==> src/design/twrs_pkg.sv <==
// constants and carrier types for the two-wire register bus master
package twrs_pkg;

    // slave byte addresses selected by the strap pin (write mode, lsb = 0)
    localparam logic [7:0] SLV_ADDR_STRAP_LOW = 8'h90;
    localparam logic [7:0] SLV_ADDR_STRAP_HIGH = 8'hba;
    localparam logic [7:0] DIR_READ_BIT = 8'h01;
    // pointer that carries the lower byte of the last addressed register
    localparam logic [7:0] LOWER_BYTE_ACCESS_REG = 8'hf1;

    // sequence steps of one command
    localparam logic [2:0] STEP_ADDR_WR = 3'h0;
    localparam logic [2:0] STEP_POINTER = 3'h1;
    localparam logic [2:0] STEP_THIRD = 3'h2;
    localparam logic [2:0] STEP_FOURTH = 3'h3;
    localparam logic [2:0] STEP_RX_LOW = 3'h4;
    localparam logic [3:0] ACK_SLOT = 4'h8;

    // serial clock timing
    localparam int CLK_PERIOD_NS = 4;
    localparam int SCL_PERIOD_NS = 2500;
    localparam int QTR_NS = SCL_PERIOD_NS / 4;
    // least time, so round up to whole cycles
    localparam int QTR_CYC = (QTR_NS + CLK_PERIOD_NS - 1) / CLK_PERIOD_NS;

    // one request from the user side
    typedef struct packed {
        logic rd;          // 1 = read, 0 = write
        logic byte_mode;   // move one register byte only: the upper one, or the lower one with lower_half
        logic lower_half;  // aim the pointer at the lower-byte register
        logic [7:0] ptr;   // register pointer
        logic [15:0] data; // write value, upper byte first on the wire
    } twrs_cmd_t;

    // one answer to the user side
    typedef struct packed {
        logic nack;        // slave refused a byte
        logic [15:0] data; // read value
    } twrs_rsp_t;

    typedef enum {
        ST_IDLE,
        ST_START,
        ST_TX,
        ST_RX,
        ST_STOP
    } twrs_state_t;

endpackage

==> src/design/twrs_host.sv <==
// two-wire bus master that reads and writes 16-bit registers of the slave
// Functional notes
// - slave only; master drives clock, shares data
// - address lsb 0 writes, 1 reads
// - first write byte is the register pointer
// - master ends write with start or stop
// - read: pointer write, repeated start, read address
// - master acknowledges read bytes; pointer advances
// - master ends read with no-acknowledge
// - idle both high; only master makes start/stop
// - one bit per pulse, data steady high
// - sender releases line; receiver pulls low ack
// - no-acknowledge is line left high
`timescale 1ns/1ps
`default_nettype none

module twrs_host #(
    parameter int QTR_CYCLES = twrs_pkg::QTR_CYC
) (
    // clock and reset
    input wire logic CLK,
    input wire logic SYS_RST,
    // strap level chosen for the slave
    input wire logic ADDR_SEL,
    output var logic BUS_ADDRESS_SELECT_PIN,
    // request
    input wire logic CMD_VALID,
    input wire twrs_pkg::twrs_cmd_t CMD,
    output var logic CMD_READY,
    // answer
    output var logic RSP_VALID,
    output var twrs_pkg::twrs_rsp_t RSP,
    // serial clock, driven by this master only
    output var logic SCL_O,
    // open-drain serial data line
    input wire logic SERIAL_DATA_LINE_I,
    output var logic SERIAL_DATA_LINE_O,
    output var logic SERIAL_DATA_LINE_OE_N
);
    import twrs_pkg::*;

    twrs_state_t st_reg;
    twrs_cmd_t cmd_reg;
    logic [15:0] qcnt_reg;
    logic [1:0] ph_reg;
    logic [3:0] bitn_reg;
    logic [2:0] step_reg;
    logic [7:0] tx_sh_reg;
    logic [15:0] rx_sh_reg;
    logic nack_reg;
    logic sel_reg;
    logic sda_meta_reg;
    logic sda_sync_reg;
    logic scl_reg;
    logic sda_oe_n_reg;
    logic ready_reg;
    logic rsp_valid_reg;
    logic scl_next;
    logic drive_low_next;
    logic bit_end;
    logic accept;
    logic [7:0] addr_wr;

    ////////////////////////////////////////////////////////////////////////
    // strap and pin synchroniser

    // strap output follows the user's choice
    always_ff @(posedge CLK or posedge SYS_RST) begin
        if (SYS_RST) begin
            sel_reg <= 1'b0;
        end else begin
            sel_reg <= ADDR_SEL;
        end
    end

    // data line comes from outside, two flops before use
    always_ff @(posedge CLK or posedge SYS_RST) begin
        if (SYS_RST) begin
            sda_meta_reg <= 1'b1;
            sda_sync_reg <= 1'b1;
        end else begin
            sda_meta_reg <= SERIAL_DATA_LINE_I;
            sda_sync_reg <= sda_meta_reg;
        end
    end

    // address byte picked by the strap level
    assign addr_wr = sel_reg ? SLV_ADDR_STRAP_HIGH : SLV_ADDR_STRAP_LOW;

    // byte sent at each step of a command
    function automatic logic [7:0] tx_byte(input twrs_cmd_t c, input logic [2:0] s,
                                           input logic [7:0] aw);
        logic [7:0] b;
        b = aw; // write-mode address, lsb clear
        unique case (s)
            STEP_ADDR_WR: b = aw;
            STEP_POINTER: b = c.lower_half ? LOWER_BYTE_ACCESS_REG : c.ptr;
            STEP_THIRD: b = c.rd ? (aw | DIR_READ_BIT) : c.data[15:8];
            STEP_FOURTH: b = c.data[7:0];
            default: b = aw;
        endcase
        return b;
    endfunction

    ////////////////////////////////////////////////////////////////////////
    // bit timing: four quarter phases per serial clock period

    assign bit_end = (qcnt_reg == 16'(QTR_CYCLES - 1)) && (ph_reg == 2'd3);
    assign accept = (st_reg == ST_IDLE) && CMD_VALID && ready_reg;

    // quarter counter runs only while a command is on the bus
    always_ff @(posedge CLK or posedge SYS_RST) begin
        if (SYS_RST) begin
            qcnt_reg <= 16'h0000;
            ph_reg <= 2'd0;
        end else if (st_reg == ST_IDLE) begin
            qcnt_reg <= 16'h0000;
            ph_reg <= 2'd0;
        end else if (qcnt_reg == 16'(QTR_CYCLES - 1)) begin
            qcnt_reg <= 16'h0000;
            ph_reg <= ph_reg + 2'd1;
        end else begin
            qcnt_reg <= qcnt_reg + 16'h0001;
        end
    end

    ////////////////////////////////////////////////////////////////////////
    // sequencer

    // one bit per pulse, nine pulses per byte with the acknowledge slot
    always_ff @(posedge CLK or posedge SYS_RST) begin
        if (SYS_RST) begin
            st_reg <= ST_IDLE;
            cmd_reg <= '0;
            step_reg <= STEP_ADDR_WR;
            bitn_reg <= 4'h0;
            tx_sh_reg <= 8'h00;
            rx_sh_reg <= 16'h0000;
            nack_reg <= 1'b0;
        end else if (accept) begin
            st_reg <= ST_START;
            cmd_reg <= CMD;
            step_reg <= STEP_ADDR_WR;
            bitn_reg <= 4'h0;
            rx_sh_reg <= 16'h0000;
            nack_reg <= 1'b0;
        end else if (bit_end) begin
            unique case (st_reg)
                ST_START: begin
                    st_reg <= ST_TX;
                    bitn_reg <= 4'h0;
                    tx_sh_reg <= tx_byte(cmd_reg, step_reg, addr_wr);
                end
                ST_TX: begin
                    if (bitn_reg != ACK_SLOT) begin
                        // msb first on the wire
                        tx_sh_reg <= {tx_sh_reg[6:0], 1'b0};
                        bitn_reg <= bitn_reg + 4'h1;
                    end else if (sda_sync_reg) begin
                        // line left high is a refusal, never an ack
                        nack_reg <= 1'b1;
                        st_reg <= ST_STOP;
                    end else if (!cmd_reg.rd) begin
                        // data bytes (only the upper one in byte mode) go in one burst; stop closes it
                        if (step_reg == (cmd_reg.byte_mode ? STEP_THIRD : STEP_FOURTH)) begin
                            st_reg <= ST_STOP;
                        end else begin
                            step_reg <= step_reg + 3'h1;
                            bitn_reg <= 4'h0;
                            tx_sh_reg <= tx_byte(cmd_reg, step_reg + 3'h1, addr_wr);
                        end
                    end else if (step_reg == STEP_ADDR_WR) begin
                        step_reg <= STEP_POINTER;
                        bitn_reg <= 4'h0;
                        tx_sh_reg <= tx_byte(cmd_reg, STEP_POINTER, addr_wr);
                    end else if (step_reg == STEP_POINTER) begin
                        // repeated start, then the read-mode address
                        step_reg <= STEP_THIRD;
                        st_reg <= ST_START;
                    end else begin
                        step_reg <= STEP_FOURTH;
                        st_reg <= ST_RX;
                        bitn_reg <= 4'h0;
                    end
                end
                ST_RX: begin
                    if (bitn_reg != ACK_SLOT) begin
                        rx_sh_reg <= {rx_sh_reg[14:0], sda_sync_reg};
                        bitn_reg <= bitn_reg + 4'h1;
                    end else if (step_reg == STEP_FOURTH && !cmd_reg.byte_mode) begin
                        step_reg <= STEP_RX_LOW;
                        bitn_reg <= 4'h0;
                    end else begin
                        st_reg <= ST_STOP;
                    end
                end
                ST_STOP: begin
                    st_reg <= ST_IDLE;
                end
                default: begin
                    st_reg <= ST_IDLE;
                end
            endcase
        end
    end

    ////////////////////////////////////////////////////////////////////////
    // pin levels

    // clock high in the late half of each bit; start and stop are special
    always_comb begin
        scl_next = 1'b1;
        drive_low_next = 1'b0;
        unique case (st_reg)
            ST_IDLE: begin
                scl_next = 1'b1;
                drive_low_next = 1'b0;
            end
            ST_START: begin
                // works for first and repeated start: release low, then fall
                scl_next = (ph_reg != 2'd0);
                drive_low_next = (ph_reg >= 2'd2);
            end
            ST_TX: begin
                scl_next = (ph_reg >= 2'd2);
                // release for the slave's acknowledge
                drive_low_next = (bitn_reg != ACK_SLOT) && !tx_sh_reg[7];
            end
            ST_RX: begin
                scl_next = (ph_reg >= 2'd2);
                // ack the upper byte, leave the last byte high
                drive_low_next = (bitn_reg == ACK_SLOT) && (step_reg == STEP_FOURTH)
                                 && !cmd_reg.byte_mode;
            end
            ST_STOP: begin
                scl_next = (ph_reg != 2'd0);
                drive_low_next = (ph_reg < 2'd2);
            end
            default: begin
                scl_next = 1'b1;
                drive_low_next = 1'b0;
            end
        endcase
    end

    // outputs registered so pins never glitch on state decode
    always_ff @(posedge CLK or posedge SYS_RST) begin
        if (SYS_RST) begin
            scl_reg <= 1'b1;
            sda_oe_n_reg <= 1'b1;
        end else begin
            scl_reg <= scl_next;
            sda_oe_n_reg <= !drive_low_next;
        end
    end

    ////////////////////////////////////////////////////////////////////////
    // handshake with the user side

    // ready drops on accept and returns with the answer
    always_ff @(posedge CLK or posedge SYS_RST) begin
        if (SYS_RST) begin
            ready_reg <= 1'b1;
            rsp_valid_reg <= 1'b0;
        end else begin
            rsp_valid_reg <= (st_reg == ST_STOP) && bit_end;
            if (accept) begin
                ready_reg <= 1'b0;
            end else if ((st_reg == ST_STOP) && bit_end) begin
                ready_reg <= 1'b1;
            end
        end
    end

    assign CMD_READY = ready_reg;
    assign RSP_VALID = rsp_valid_reg;
    // one driver for the whole answer word
    assign RSP = '{nack: nack_reg, data: rx_sh_reg};
    assign SCL_O = scl_reg;
    assign SERIAL_DATA_LINE_O = 1'b0; // open drain: only ever pulls low
    assign SERIAL_DATA_LINE_OE_N = sda_oe_n_reg;
    assign BUS_ADDRESS_SELECT_PIN = sel_reg;
endmodule

`default_nettype wire

==> config.mk <==
export PLATFORM = sky130hd
export DESIGN_NAME = twrs_host
export DESIGN_NICKNAME = d
export VERILOG_FILES = /design/src/design/twrs_pkg.sv /design/src/design/twrs_host.sv
export SDC_FILE = /design/constraint.sdc
export NUM_CORES = 1
export LEC_CHECK = 0
export ABC_CLOCK_PERIOD_IN_PS = 3400
export BUFFER_PORTS_ARGS = -buffer_cell sky130_fd_sc_hd__buf_4
export CORE_UTILIZATION = 30
export DETAILED_ROUTE_END_ITERATION = 10
export PLACE_DENSITY_LB_ADDON = 0.08
export SETUP_SLACK_MARGIN = 0.4
export SLEW_MARGIN = 10
export SYNTH_ARGS = -nofsm -noshare
export SYNTH_HDL_FRONTEND = slang
export SYNTH_SLANG_ARGS = --single-unit
==> constraint.sdc <==
create_clock -name CLK -period 3.4 [get_ports CLK]
set_clock_uncertainty 0.05 [all_clocks]
set_input_delay 0.17 -clock CLK [delete_from_list [all_inputs] [get_ports CLK]]
set_output_delay 0.17 -clock CLK [all_outputs]
set_load 0.01 [all_outputs]
==> results.txt <==
Status -> complete, no violations
Total negative slack -> 0 ps
Total GRT Usage -> 15.7%
Most frequent cells after synthesis -> 82 x dfrtp_1, 53 x nand2_1, 37 x nor2_1
Slew Limit Fails -> 0
Clock Path Buffers -> 2
Clock power frac -> 27.6%
Max Fclk -> 382 MHz
Die X -> 128 um
Clock sinks -> 87
Wire per inst -> 16.1 um
Crit path max-delay family -> compound AO/OA/AOI/OAI gates
Number of post-CTS setup repair buffers -> 0
Vias in the first global route -> 3549
Number of flops mapped to enable cells by yosys -> 0
Slew headroom -> 40.7%
Cell accounting for the most synthesized area -> dfrtp_1
Worst Setup Path Type -> reg -> reg
CP peak stage delay -> 540 ps
Root Buffer -> clkbuf_16
Row count -> 45
Final Setup Violations -> 0
Diodes inserted -> 0
Yosys cell types -> 65
Crit path buf inv count -> 2
Max FFs per register -> 27
Register area -> 0.00218 sq mm
Max VDD drop -> 0.000257 V
Ys flop type -> dfrtp_1
Drt initial violations -> 211
Clock Latency Late Sink -> 350 ps
First-pass GRT wire length -> 19.8 mm
Fillers -> 1529
# nets final -> 581
Area delta synth->final -> 22.3%
Area share of the largest cell type after synthesis -> 42.9%
DR vias/cell -> 4.96
Pwr dens -> 631 mW/mm^2
Synth Warn # -> 0
Count leader, synth -> dfrtp_1
Multi-input gate area in the final layout -> 0.00233 sq mm
CTS Buf Count -> 9
Worst path cell trace -> inv_1 > ha_1 > inv_1 > o21ai_0 > nand4_1 > a311o_1 > mux2_4
Layout cell share with drive strength beyond 1 -> 23.4%
Max-Cap Viols -> 0
Hold_sp -> CMD[13]
R2r endpoint -> tx_sh_reg[2]
GRT overflow -> 0
Hold Crit Class -> in -> reg
R2r startpoint -> step_reg[0]
Final GP Congestion -> 0.747
CTS tree -> yes
Register-to-Register Path Depth -> 7
Sw frac -> 34.7%
Initial antenna violation count -> 0
Tcrit/Tclk final -> 77.0%
Switching power -> 1.28 mW
Slew @ Worst Pin -> 888 ps
P_int -> 2.41 mW
Largest net degree at the start of global routing -> 52
Endpoint kind of the worst setup timing path -> flop
Unrepaired setup endpoints after global routing -> no
Post-Route WL -> 12.1 mm
Mapped Cells -> 476
Synth area leaders -> dfrtp_1 43%, mux2_2 6.3%, nand2_1 4.2%
R2R Setup Slk -> 780 ps
Full die area -> 0.0165 sq mm
Core Area -> 0.0154 sq mm
Leakage power -> 2.51 nW
Critical path's slowest cell -> a311o_1
Worst-path maximum fanout -> 8
Reg clk slew, reported paths -> 70 ps
Flop pwr share -> 42.4%
Number of port buffers -> 53
CP startpoint kind -> flop
Final min period -> 2620 ps
Post-synthesis area per instance -> 10.1 sq um
Ys async rst share -> 100%
DRC errors left -> 0
Worst path most repeated cell -> inv_1
Worst Hold Depth -> 2
Initial Util -> 31.2%
Syn Nets -> 520
Drt pass-1 iters -> 5
Data required time of the worst path -> 3580 ps
Final hold violation count -> 0
CP Data Arrival Time -> 2800 ps
DR vias -> 3738
Logic pwr share -> 30.0%
Sequential area share after synthesis -> 45.6%
I/O pin cnt -> 55
Mapped cell area -> 0.00479 sq mm
Yosys reg bits -> 87
Hold EP -> cmd_reg[13]
H-tree levels -> 3
Die H -> 128 um
Hpwl dp -> 8.42 mm
Utilization after layout -> 38.1%
Antenna viol nets, final -> 0
Post-CTS Resized -> 0
-- metal layers --
layer | part of all wire, % | up-vias | global-route usage (%) | routed length [um]
met1 | 53 | 1791 | 23.9 | 6350
met4 | 1.6 | 0 | 6.44 | 188
li1 | - | 1830 | - | -
met2 | 42 | 102 | 21.7 | 5050
met5 | 0 | - | 0 | 0
met3 | 4.1 | 15 | 2.41 | 500
-- layout by cell type, fill, tap and decap left out, types with 3 or more instances in the layout --
cell type	Yosys	final
mux2_4	7	7
xor2_1	11	11
dlygate4sd3_1	0	25
o22ai_1	10	10
ha_1	12	12
or3_1	4	4
nand3_1	12	12
o21ai_0	17	17
a31oi_1	4	4
a21oi_1	33	33
nor4_1	3	3
xnor2_1	4	4
a22oi_1	11	11
clkbuf_16	0	9
dfrtp_1	82	82
nand2_1	53	53
a221oi_1	5	5
a211oi_1	4	4
and4_1	4	4
nor2b_1	6	6
nor3_1	6	6
buf_4	3	59
inv_1	19	18
dfstp_2	5	5
nand2b_1	8	8
mux2i_1	4	4
nor2_1	37	37
o211ai_1	3	3
mux2_2	27	27
a221o_1	3	3
nand4_1	9	9
-- worst register-to-register path: cells and delay by family, from the launching register on --
kind | cells | cell delay [ps]
compound gates | 2 | 920
fa+ha+maj | 1 | 340
buf+inv | 2 | 230
flops | 1 | 440
mux | 1 | 380
simple gates | 1 | 150
-- power by group through the flow --
stage	clock (mW)	sequential, mW	combinational (mW)
after detailed placement	0	1.59	1.08
final	1.02	1.57	1.11
after global placement	0	1.58	1.08
after floorplan	0	1.51	0.784
after CTS	1.06	1.57	1.11
after global routing	1.10	1.62	1.22
-- worst max path at each step --
stage	from	end	slack (ps)	cells after the start
2_1_floorplan	SYS_RST	BUS_ADDRESS_SELECT_PIN	940	1
3_3_place_gp	step_reg[0]	tx_sh_reg[5]	780	7
3_5_place_dp	step_reg[0]	tx_sh_reg[4]	790	7
4_1_cts	step_reg[0]	tx_sh_reg[4]	780	7
5_1_grt	step_reg[0]	tx_sh_reg[5]	620	7
6_report	step_reg[0]	tx_sh_reg[2]	780	7
-- cells by family after synthesis --
family                   count (synthesis)  share of synthesized area (%)
other                                    1                         0.0783
AO/OA/AOI/OAI                          108                           15.0
flip-flops                              87                           45.6
XOR/XNOR                                15                           2.74
buffers and inverters                   53                           5.67
multiplexers                            38                           9.38
AND/OR/NAND/NOR                        162                           18.4
adder cells (fa/ha/maj)                 12                           3.14
-- repair_timing --
action / 4_1_cts / 5_1_grt
endpoints found under the hold margin: 66 / 0
setup endpoints to repair: 0 / 0
hold buffers: 25 / 0
-- metrics by stage --
step | worst slack [ps] | hold slack [ps] | area [sq um] | total power, mW | cells
after global routing | 618 | 3.83 | 5850 | 3.94 | 753
final | 781 | 11.8 | 5850 | 3.70 | 753
after detailed placement | 791 | 230 | 5300 | 2.67 | 712
after floorplan | 938 | 124 | 4790 | 2.29 | 476
after global placement | 784 | 230 | 5300 | 2.66 | 712
after CTS | 777 | 0.602 | 5850 | 3.73 | 753
-- cell type report --
type | count | share of cell area (%)
Multi-Input combinational cell | 336 | 39.9
Clock buffer | 10 | 4.08
Clock inverter | 6 | 1.15
Sequential cell | 87 | 37.3
Timing Repair Buffer | 84 | 11.8
Tap cell | 211 | 4.51
Inverter | 19 | 1.24
Note: power is estimated with default switching activity, not from simulation.
